--- config.mk ---
export PLATFORM = sky130hd
export DESIGN_NAME = term_device_flat
export DESIGN_NICKNAME = d
export VERILOG_FILES = /design/src/include/term_timing_pkg.sv /design/src/include/term_link_if.sv /design/src/design/term_device.sv /design/src/flat_wrapper.sv
export VERILOG_INCLUDE_DIRS = /design/src /design/src/include
export SDC_FILE = /design/constraint.sdc
export NUM_CORES = 1
export LEC_CHECK = 0
export ABC_AREA = 1
export BUFFER_PORTS_ARGS = -buffer_cell sky130_fd_sc_hd__buf_4
export CELL_PAD_IN_SITES_DETAIL_PLACEMENT = 2
export CELL_PAD_IN_SITES_GLOBAL_PLACEMENT = 2
export CORE_MARGIN = 10
export CORE_UTILIZATION = 40
export DETAILED_ROUTE_END_ITERATION = 10
export PLACE_DENSITY_LB_ADDON = 0.1
export SETUP_SLACK_MARGIN = 0.02
export SYNTH_ARGS = -nofsm -noshare
export SYNTH_HDL_FRONTEND = slang
export SYNTH_SLANG_ARGS = --single-unit
--- constraint.sdc ---
create_clock -name core_clk_i -period 2.9 [get_ports core_clk_i]
set_input_delay 0.58 -clock core_clk_i [delete_from_list [all_inputs] [get_ports core_clk_i]]
set_output_delay 0.58 -clock core_clk_i [all_outputs]
set_load 0.02 [all_outputs]
--- src/include/term_timing_params.svh ---
// timing constants for the termination latency model
// assumes write latency is supplied as a cycle count of at least 5
`ifndef TERM_TIMING_PARAMS_SVH
`define TERM_TIMING_PARAMS_SVH
// termination latency is write latency minus this
`define TERM_LAT_SUB        4'h2
// power-down hold is write latency minus this
`define TERM_PD_HOLD_SUB    4'h1
// extra cycles after turn-off latency, chopped and full bursts
`define WTN_EXTRA_CHOP      4'h4
`define WTN_EXTRA_FULL      4'h6
// internal write start after write latency
`define WSTART_FULL         4'h4
`define WSTART_CHOP_FIXED   4'h2
// short calibration bound, cycles
`define SHORT_IMPEDANCE_CALIBRATION_CYCLES         7'h40
// clock period in ps for recovery rounding
`define CLK_PERIOD_PS       16'h61a8
// write recovery time default, ps
`define WRITE_RECOVERY_PS   16'h3a98
// refresh to power-down minimum, cycles
`define REF_PD_CYCLES       4'h1
`endif

--- src/include/term_timing_pkg.sv ---
// types shared by both ends of the termination link
// assumes nothing beyond the params header
package term_timing_pkg;
  // termination state driven onto the bus
  typedef enum logic [1:0]
  {
    TERM_OFF = 2'b00,
    TERM_NOM = 2'b01,
    TERM_WR  = 2'b10
  } term_state_t;
  // command on the link
  typedef enum logic [2:0]
  {
    CMD_NOP   = 3'b000,
    CMD_WRITE = 3'b001,
    CMD_READ  = 3'b010,
    CMD_REF   = 3'b011,
    CMD_SHORT_IMPEDANCE_CALIBRATION  = 3'b100,
    CMD_SRE   = 3'b101,
    CMD_SRX   = 3'b110
  } cmd_t;
endpackage : term_timing_pkg

--- src/include/term_link_if.sv ---
// link between controller end and device end
// assumes both ends share core_clk_i
`timescale 1ns/1ps
`default_nettype none
interface term_link_if;
  logic                   odt;       // on_die_termination_input
  logic                   cke;       // clock enable
  term_timing_pkg::cmd_t  cmd;       // command strobe, one cycle
  logic                   chop;      // write is chopped_four_beat_burst
  logic                   chop_fixed;// burst chop fixed by mode
  logic [3:0]             wl;        // write_latency_cycles
  logic                   dll_locked;// device dll status
  modport device (input odt, cke, cmd, chop, chop_fixed, wl, output dll_locked);
  modport ctrl   (output odt, cke, cmd, chop, chop_fixed, wl, input dll_locked);
endinterface : term_link_if
`default_nettype wire

--- src/design/term_device.sv ---
// device end: termination latency, dynamic switch, write start, zq
// assumes controller keeps its side of the link timing
// What this block does
// - termination on/off at write latency minus two
// - nominal to write termination at WL-2
// - chopped write returns nominal by 4+off
// - full write returns nominal by 6+off
// - controller holds odt WL-1 around power-down
// - full/otf writes start four after WL
// - fixed chop writes start two after WL
// - reads only with locked dll; odt is not gated by dll lock
// - cke low allowed during busy operations
// - cke low only after refresh minimum
// - short calibration completes within 64 cycles
// - bench rounds write recovery up; controller does no rounding
// - clock period limited only by refresh
// - no termination during self refresh
`timescale 1ns/1ps
`default_nettype none
`include "term_timing_params.svh"
module term_device
(
  // clock and reset
  input  wire logic                         core_clk_i,
  input  wire logic                         resetn_i,
  // link
  term_link_if.device                       link,
  // user side
  input  wire logic                         dll_locked_i,
  output logic [1:0]                        term_state_o,
  output logic                              write_start_o,
  output logic                              zq_busy_o,
  output logic                              self_refresh_o
);
  // whole state of the device end
  typedef struct packed
  {
    logic [15:0] odt_pipe;     // odt history, bit n = n+1 cycles ago
    logic [15:0] wr_pipe;      // write history
    logic [15:0] chop_pipe;    // chop flag history
    logic [3:0]  wr_hold;      // cycles left in write termination
    logic [15:0] start_pipe;   // write-start delay line
    logic [6:0]  zq_cnt;       // calibration countdown
    logic        sref;         // in self refresh
    logic [1:0]  term;         // termination state
    logic        wstart;       // internal write start pulse
    logic        dll;          // locked status out
    logic        zq_busy;      // calibration running, registered for the pin
  } dev_state_t;

  dev_state_t st_reg;
  dev_state_t st_next;
  logic [3:0] lat;             // write latency minus two
  logic [3:0] wsd;             // write start delay

  // tap from a history vector, lat 0 means this cycle
  function automatic logic tap(input logic [15:0] p, input logic cur, input logic [3:0] d);
    tap = (d == 4'h0) ? cur : p[d - 4'h1];
  endfunction : tap

  always_comb
  begin
    st_next = st_reg;
    lat = link.wl - `TERM_LAT_SUB;
    // fixed chop writes finish their burst earlier
    wsd = link.wl + (link.chop_fixed ? `WSTART_CHOP_FIXED : `WSTART_FULL);
    st_next.odt_pipe = {st_reg.odt_pipe[14:0], link.odt};
    st_next.wr_pipe = {st_reg.wr_pipe[14:0], link.cmd == term_timing_pkg::CMD_WRITE};
    st_next.chop_pipe = {st_reg.chop_pipe[14:0], link.chop};
    st_next.start_pipe = {st_reg.start_pipe[14:0], link.cmd == term_timing_pkg::CMD_WRITE};
    st_next.wstart = tap(st_reg.start_pipe, link.cmd == term_timing_pkg::CMD_WRITE, wsd);
    // self refresh tracking
    if (link.cmd == term_timing_pkg::CMD_SRE)
      st_next.sref = 1'b1;
    else if (link.cmd == term_timing_pkg::CMD_SRX)
      st_next.sref = 1'b0;
    if (link.cmd == term_timing_pkg::CMD_SHORT_IMPEDANCE_CALIBRATION)
      st_next.zq_cnt = `SHORT_IMPEDANCE_CALIBRATION_CYCLES - 7'h1;
    else if (st_reg.zq_cnt != 7'h0)
      st_next.zq_cnt = st_reg.zq_cnt - 7'h1;
    // switch to write term
    // write termination only where odt was up for that write
    if (tap(st_reg.wr_pipe, link.cmd == term_timing_pkg::CMD_WRITE, lat)
        && tap(st_reg.odt_pipe, link.odt, lat))
      st_next.wr_hold = tap(st_reg.chop_pipe, link.chop, lat) ? `WTN_EXTRA_CHOP : `WTN_EXTRA_FULL;
    else if (st_reg.wr_hold != 4'h0)
      st_next.wr_hold = st_reg.wr_hold - 4'h1;
    if (st_reg.sref || link.cmd == term_timing_pkg::CMD_SRE)
      st_next.term = term_timing_pkg::TERM_OFF;
    else if (st_next.wr_hold != 4'h0)
      st_next.term = term_timing_pkg::TERM_WR;
    else if (tap(st_reg.odt_pipe, link.odt, lat))
      st_next.term = term_timing_pkg::TERM_NOM;
    else
      st_next.term = term_timing_pkg::TERM_OFF;
    st_next.dll = dll_locked_i;
    // busy flag from the next count, so the pin keeps the count's timing
    st_next.zq_busy = (st_next.zq_cnt != 7'h0);
  end

  // state register
  always_ff @(posedge core_clk_i or negedge resetn_i)
  begin
    if (!resetn_i)
      st_reg <= '0;
    else
      st_reg <= st_next;
  end

  assign link.dll_locked = st_reg.dll;
  assign term_state_o    = st_reg.term;
  assign write_start_o   = st_reg.wstart;
  assign zq_busy_o       = st_reg.zq_busy;
  assign self_refresh_o  = st_reg.sref;
endmodule : term_device
`default_nettype wire

--- src/flat_wrapper.sv ---
// flat-port wrapper written by rule: the top's interface ports become plain ports
module term_device_flat 
  (core_clk_i, resetn_i, dll_locked_i, term_state_o, write_start_o, zq_busy_o, self_refresh_o, link_odt, link_cke, link_cmd, link_chop, link_chop_fixed, link_wl, link_dll_locked);
  term_link_if link_i ();
  input  wire logic core_clk_i;
  input  wire logic resetn_i;
  input  wire logic dll_locked_i;
  output logic [1:0] term_state_o;
  output logic write_start_o;
  output logic zq_busy_o;
  output logic self_refresh_o;
  input wire logic [$bits(link_i.odt)-1:0] link_odt;
  input wire logic [$bits(link_i.cke)-1:0] link_cke;
  input wire logic [$bits(link_i.cmd)-1:0] link_cmd;
  input wire logic [$bits(link_i.chop)-1:0] link_chop;
  input wire logic [$bits(link_i.chop_fixed)-1:0] link_chop_fixed;
  input wire logic [$bits(link_i.wl)-1:0] link_wl;
  output wire logic [$bits(link_i.dll_locked)-1:0] link_dll_locked;
  assign link_i.odt = link_odt;
  assign link_i.cke = link_cke;
  assign link_i.cmd = link_cmd;
  assign link_i.chop = link_chop;
  assign link_i.chop_fixed = link_chop_fixed;
  assign link_i.wl = link_wl;
  assign link_dll_locked = link_i.dll_locked;
  term_device u_core (.core_clk_i(core_clk_i), .resetn_i(resetn_i), .link(link_i), .dll_locked_i(dll_locked_i), .term_state_o(term_state_o), .write_start_o(write_start_o), .zq_busy_o(zq_busy_o), .self_refresh_o(self_refresh_o));
endmodule
* Word-level counts from Yosys, hierarchy flattened
Cells that the tools add are included.
** Operators by class
- Order comparisons :: 2
- Muxes and demuxes :: 23
- Reduce and logical (&&, ||, !) cells :: 9
- Eq/ne operators :: 4
- $add $sub $neg :: 6
** Operators by type and width (count)
- $bmux W1 S4 :: 4
- $mux W7 :: 2
- $reduce_bool A7 Y1 :: 2
- $sub A4 B1 Y4 const B :: 3
- $mux W1 :: 11
- $lt A4 B5 Y1 const B :: 2
- $eq A3 B3 Y1 const B :: 3
- $logic_not A4 Y1 :: 2
- $mux W4 :: 2
- $reduce_bool A4 Y1 :: 2
- $sub A7 B1 Y7 const B :: 1
- $mux W2 :: 3
- $add A4 B4 Y4 :: 1
- $sub A4 B2 Y4 const B :: 1
- $eq A3 B1 Y1 const B :: 1
- $mux W3 :: 1
- $reduce_bool A2 Y1 :: 1
- $logic_and A1 B1 Y1 :: 1
- $logic_or A1 B1 Y1 :: 1
** Word-level totals
- Bits of input ports :: 14
- Register bits :: 81

* Depth between registers and ports, before layout
Gate-level depths: netlist of run 1.
- Word-level depth :: 10
- Gate-level depth with buffers :: 17

* Least setup slack after synthesis of run 1
OpenSTA, ideal clock, no wires.
- Path type :: input port to flip-flop
- Start point :: input link_wl[0]
- End point :: register u_core.st_reg (netlist bit u_core.term_state_o[1])
- Arrival time :: 2.114 ns
- Buffers on the path :: 3
- Path slack :: 0.670 ns
- Library setup time :: 0.116 ns
- Stages on the path :: 15
- Path through :: buf_6 > inv_6 > buf_6 > ha_1 > inv_1 > buf_2 > nand3_1 > nand3_1 > nand3_1 > nand3_1 > nand2_2 > nand2_4 > nand3_2 > nor2_1 > nor2_1
** RTL lines
- start, declared :: line flat_wrapper.sv:17 : input wire logic [$bits(link_i.wl)-1:0] link_wl;
- end signal, assigned :: line term_device.sv:107 : st_reg <= st_next;
- end, declared :: line term_device.sv:51 : dev_state_t st_reg;

==> results.sh, run 1 <==
export IMPL_dp_cells=437
export IMPL_worst_slack_ps=751
export IMPL_dp_hpwl_um=5140
export IMPL_crit_path_end_kind="flip-flop"
export IMPL_num_rows=31
export IMPL_synth_warnings=0
export IMPL_drtAntennaViolNets=0
export IMPL_clk_pin_slew_worst_paths_ps=70
export IMPL_hold_violations=0
export IMPL_fmax_ghz=0.465
export IMPL_synthArstFlopShare_pct=100
export IMPL_syn_mean_instance_area_um2=9.14
export IMPL_min_period_over_period_pct=74.1
export IMPL_root_buffer="clkbuf_8"
export IMPL_synthToLayoutAreaGrowth_pct=13.6
export IMPL_grt_pass1_wl_um=13000
export IMPL_yosysMostFrequentCell="nand2_1"
export IMPL_cts_resized=0
export IMPL_coreArea_um2=7250
export IMPL_dr_pass1_iters=4
export IMPL_antenna_found_initial=0
export IMPL_final_max_slew_viol_count=0
export IMPL_drive_above_1_share_pct=15.0
export IMPL_timing_rr_start="u_core.st_reg[6]$_DFF_PN0_"
export IMPL_port_buffers=18
export IMPL_cap_violations=0
export IMPL_setup_violations_final=0
export IMPL_grt_pass1_vias=2606
export IMPL_grt_usage_pct=14.4
export IMPL_synth_edff_count=0
export IMPL_post_cts_repair_setup_buffers=0
export IMPL_yosysTopAreaCell="dfrtp_1"
export IMPL_design_die_area_um2=11300
export IMPL_cts_tree="yes"
export IMPL_cts_buffers_inserted=9
export IMPL_synthTopCellsByArea="dfrtp_1, nand2_1, nand3_1, inv_1, ha_1"
export IMPL_hold_buffers=0
export IMPL_yosysTopAreaCellShare_pct=54.7
export IMPL_place_ws_ps=390
export IMPL_ys_seq_elements=65
export IMPL_rsz0062_at_grt="no"
export IMPL_rr_worst_depth=9
export IMPL_drt_wl_total_um=7370
export IMPL_rrSetupSlack_ps=1190
export IMPL_die_h_um=106
export IMPL_synth_nets=350
export IMPL_largest_reg_flops=45
export IMPL_drt_initial_drc_count=45
export IMPL_synthTopCellsByCount="nand2_1, dfrtp_1, nand3_1"
export IMPL_antenna_cells=0
export IMPL_status="complete, no violations"
export IMPL_synth_area_um2=2970
export IMPL_powerDensity_nw_per_um2=733
export IMPL_fin_cells=452
export IMPL_vias_per_cell=5.03
export IMPL_synth_cells=325
export IMPL_wire_per_inst_um=16.3
export IMPL_die_x_um=106
export IMPL_crit_path_max_fanout=6
export IMPL_cts_sinks=65
export IMPL_peakVddDrop_uv=308
export IMPL_endpoint="u_core.term_state_o[0]$_DFF_PN0_"
export IMPL_critPathLaunch="link_wl[2]"
export IMPL_vias=2273
export IMPL_p_leak_nw=1.72
export IMPL_skew_ps=6.77
export IMPL_min_period_ps=2150
export IMPL_num_nets_final=374
export IMPL_setup_tns_final_ps=0
export IMPL_ys_seq_area_share_pct=54.7
export IMPL_ys_types=25
export IMPL_worstSetupPathType="primary input to flip-flop"
export IMPL_tightest_slew_ps=823
export IMPL_critPathRequiredTime_ps=3140
export IMPL_worstPathArrival_ps=2390
export IMPL_gp_congestion=0.756
export IMPL_fill_cells=823
export IMPL_cts_buffer_depth=2
export IMPL_clk_latency_ps=340
export IMPL_htreeDepth=3
export IMPL_hold_class="primary input to async pin"
export IMPL_ios=20
export IMPL_grt_ovfl_total=0
export IMPL_relSlewSlack_pct=45.1
export IMPL_r2r_end="u_core.zq_busy_o$_DFF_PN0_"
export IMPL_start_util_pct=41.0
export IMPL_grt_max_degree=66
export IMPL_drcViolationCount=0
export IMPL_start_kind="primary input"
export IMPL_synthFlopType="dfrtp_1"
==> worst min-delay path by stage <==
stage / end / slack [ps]
after floorplan: u_core.link.dll_locked$_DFF_PN0_ / 280
after global placement: u_core.st_next[69]$_DFF_PN0_ / 360
after detailed placement: u_core.st_next[79]$_DFF_PN0_ / 360
after CTS: u_core.link.dll_locked$_DFF_PN0_ / 330
after global routing: u_core.link.dll_locked$_DFF_PN0_ / 330
final: u_core.st_next[61]$_DFF_PN0_ / 330
==> cell families after synthesis <==
family                   synth area share [%]
AND/OR/NAND/NOR                          29.1
flip-flops                               54.7
buffers and inverters                    7.20
adder cells (fa/ha/maj)                  4.88
AO/OA/AOI/OAI                            1.68
XOR/XNOR                                 2.36
==> where the power goes <==
part           internal [W]  switching (W)  total, W
clock network      0.000414       0.000349  0.000763
logic              0.000229       0.000406  0.000635
registers           0.00101      0.0000669   0.00108
==> metal layers <==
layer | wire, um | track usage, %
met1 | 3300 | 16.3
met2 | 3660 | 24.8
met3 | 265 | 4.05
met4 | 151 | 6.19
met5 | 0 | 0
==> layout make-up <==
| cell class | count | area [um^2] | area share (%) |
|---|---|---|---|
| Inverter | 35 | 136 | 4.04 |
| Sequential cell | 65 | 1630 | 48.2 |
| Timing Repair Buffer | 22 | 165 | 4.89 |
| Clock inverter | 5 | 56.3 | 1.67 |
| Multi-Input combinational cell | 216 | 1130 | 33.5 |
| Tap cell | 99 | 124 | 3.67 |
| Clock buffer | 10 | 138 | 4.08 |
==> per-stage QoR <==
stage	hold WS [ps]	util (%)	total power [W]	area, um^2
6_report	329	46.6	0.00248	3380
5_1_grt	327	46.6	0.00267	3380
4_1_cts	326	46.6	0.00252	3380
3_5_place_dp	362	43.9	0.00174	3180
3_3_place_gp	356	43.9	0.00171	3180
2_1_floorplan	284	-	0.00155	2970
==> cells in the final DEF (no fill, tap or decap) <==
cell type and n:
a21oi_1 4, o21ai_0 3, o211ai_1 2, fa_1 1
xnor2_1 4, bufinv_16 1, nor4_1 1, dfrtp_1 65
nor3_1 4, nor2_2 1, nand4_1 2, nand2_2 8
nand3_1 65, nor2_1 12, inv_1 34, nor2_4 1
and3_1 1, clkinvlp_4 1, clkinv_4 1, ha_1 10
xor2_1 4, inv_6 1, nand2_1 88, nand3_2 3
clkinv_2 2, nand2_4 2, buf_4 22, clkbuf_8 10
==> worst max-delay path, cell delays in order <==
cell and delay [ps]:
buf_4 120, inv_1 100, ha_1 250, nor2_1 190, nor2_4 90, inv_1 230
nand3_1 130, nand3_1 90, nand3_1 110, nand2_2 130, nand2_4 90, nand2_1 80
nand2_1 60, nand2_1 80, nor2_2 40
Power figures use the tool's default switching activity.
==> run 2, diff against run 1 <==
CORE_UTILIZATION = 37   (was 40)
clock period = 2.1 ns   (was 2.9 ns; I/O delays follow)
==> run 2 against run 1 <==
Against the previous run:
- die area rose by 6.6%
- sequential power rose by 38%
- count of clock-buffer cells in the layout did not move
- largest cell class unchanged
- largest power group unchanged
- cell count rose by 4.0%
- via count rose by 2.9%
- non-clock buffer count rose by 14
- sequential share of layout area fell by 2.1 points
- register-to-register slack got worse by 860 ps
- cell area rose by 4.7%
==> results.sh, run 2 (same netlist as run 1, synthesis figures left out) <==
export IMPL_rsz0062_at_grt="no"
export IMPL_start_kind="primary input"
export IMPL_vias_per_cell=4.97
export IMPL_die_x_um=110
export IMPL_ios=20
export IMPL_layout_common_cells="nand2_1, nand3_1, dfrtp_1"
export IMPL_gp_congestion=0.736
export IMPL_tightest_slew_ps=334
export IMPL_worst_hold_slack_ps=186
export IMPL_min_period_ps=1890
export IMPL_cts_tree="yes"
export IMPL_place_ws_ps=-157
export IMPL_critPathTopFamily="simple AND/OR/NAND/NOR gates"
export IMPL_fmax_ghz=0.529
export IMPL_met3_wirelength_um=269
export IMPL_drcViolationCount=0
export IMPL_start_util_pct=38.3
export IMPL_num_rows=32
export IMPL_grt_usage_pct=13.9
export IMPL_final_max_slew_viol_count=0
export IMPL_place_area_um2=3300
export IMPL_layout_commonest_cell="nand2_1"
export IMPL_timing_rr_start="u_core.st_reg[6]$_DFF_PN0_"
export IMPL_num_nets_final=388
export IMPL_worstPathArrival_ps=2130
export IMPL_slowest_delay_ps=300
export IMPL_min_from="dll_locked_i"
export IMPL_p_switching_w=0.00116
export IMPL_port_buffers=18
export IMPL_path_buf_inv=3
export IMPL_vias=2338
export IMPL_coreArea_um2=7770
export IMPL_skew_ps=6.80
export IMPL_cp_slowest_cell="ha_1"
export IMPL_design_die_area_um2=12000
export IMPL_die_h_um=110
export IMPL_powerDensity_nw_per_um2=1020
export IMPL_crit_path_max_fanout=6
export IMPL_root_buffer="clkbuf_8"
export IMPL_dp_hpwl_um=5460
export IMPL_wire_per_inst_um=16.0
export IMPL_grt_ovfl_total=0
export IMPL_crit_path_end_kind="flip-flop"
export IMPL_relSlewSlack_pct=77.5
export IMPL_comb_power_share_pct=25.4
export IMPL_cts_sinks=65
export IMPL_largest_reg_flops=45
export IMPL_cts_buffers_inserted=9
export IMPL_clk_latency_ps=340
export IMPL_drtAntennaViolNets=0
export IMPL_drive_above_1_share_pct=18.2
export IMPL_fin_cells=470
export IMPL_peakVddDrop_uv=506
export IMPL_min_period_over_period_pct=89.9
export IMPL_hold_class="primary input to flip-flop"
export IMPL_grt_pass1_vias=2676
export IMPL_synthToLayoutAreaGrowth_pct=18.9
export IMPL_grt_pass1_wl_um=13100
export IMPL_final_area_um2=3530
export IMPL_cp_cell_sequence="buf_4 > inv_1 > ha_1 > nor2_1 > nor2_4 > inv_1 > nand3_1 > nand3_1 > nand3_1 > nand2_2 > nand2_4 > nand2_2 > nand2_2 > nor2_1 > nor2_1"
export IMPL_setup_violations_final=0
export IMPL_worstSetupPathType="primary input to flip-flop"
export IMPL_dr_pass1_iters=4
export IMPL_status="complete, no violations"
export IMPL_grt_max_degree=43
export IMPL_clk_pin_slew_worst_paths_ps=70
export IMPL_power_frac_clock_pct=33.3
export IMPL_cap_violations=0
export IMPL_critPathRequiredTime_ps=2340
export IMPL_htreeDepth=3
export IMPL_sw_frac_of_total_pct=32.1
export IMPL_drt_wl_total_um=7510
export IMPL_intPower_w=0.00245
export IMPL_worst_slack_ps=211
export IMPL_drt_met1_wl_um=3280
export IMPL_p_leak_nw=1.80
export IMPL_p_seq_share_pct=41.3
export IMPL_fill_cells=877
export IMPL_hold_violations=0
export IMPL_cts_resized=0
export IMPL_drt_initial_drc_count=58
export IMPL_cts_buffer_depth=2
export IMPL_dp_cells=453
export IMPL_top_layer="met4"
export IMPL_antenna_found_initial=0
export IMPL_route_met2_wl_um=3900
export IMPL_totalPowerFinal_w=0.00361
export IMPL_critPathLaunch="link_wl[1]"
export IMPL_antenna_cells=0
## run 2: changes by cell type in the layout (fill, tap and decap cells not counted)
cell,delta
clkinv_2,-1
buf_4,+12
inv_6,+1
buf_12,+1
bufinv_16,+1
dlygate4sd3_1,+1
## run 2: path summary, 6_finish.rpt
| check | end | slack (ps) | cells past startpoint |
|---|---|---|---|
| max | u_core.term_state_o[1]$_DFF_PN0_ | 210 | 15 |
| min | u_core.link.dll_locked$_DFF_PN0_ | 190 | 1 |
| max reg2reg | u_core.zq_busy_o$_DFF_PN0_ | 330 | 9 |
| min reg2reg | u_core.st_next[35]$_DFF_PN0_ | 380 | 0 |
| max in group asynchronous | u_core.st_next[79]$_DFF_PN0_ | 1060 | 3 |
| min in group asynchronous | u_core.st_next[62]$_DFF_PN0_ | 510 | 2 |
## run 2: final cells by class
type | count | area, um^2 | area share, %
Clock buffer | 10 | 138 | 3.89
Clock inverter | 6 | 90.1 | 2.55
Inverter | 35 | 136 | 3.86
Multi-Input combinational cell | 216 | 1130 | 32.0
Sequential cell | 65 | 1630 | 46.0
Tap cell | 102 | 128 | 3.61
Timing Repair Buffer | 36 | 285 | 8.07
## run 2: power groups by stage
stage               Clock (W)  Sequential (W)  Combinational (W)
global route          0.00131         0.00151            0.00106
CTS                   0.00124         0.00149           0.000944
global placement            0         0.00151           0.000890
floorplan                   0         0.00150           0.000637
detailed placement          0         0.00151           0.000928
finish                0.00120         0.00149           0.000916
## run 2: what timing repair did
| item | in CTS | in global routing |
|---|---|---|
| hold buffers | 1 | 0 |
| setup buffers | 0 | 0 |
| endpoints found under the hold margin | 23 | 0 |
## run 2: metal layers
layer	vias up	GRT usage (%)
met1	1191	16.1
met5	-	0
met2	25	24.2
met4	0	3.62
met3	7	4.39
li1	1115	-
## run 2: metrics by stage
step	utilization, %	setup TNS [ps]
final	45.5	0
after CTS	45.5	0
after global routing	45.5	0
after floorplan	-	0
after detailed placement	42.4	-447
after global placement	42.4	-175
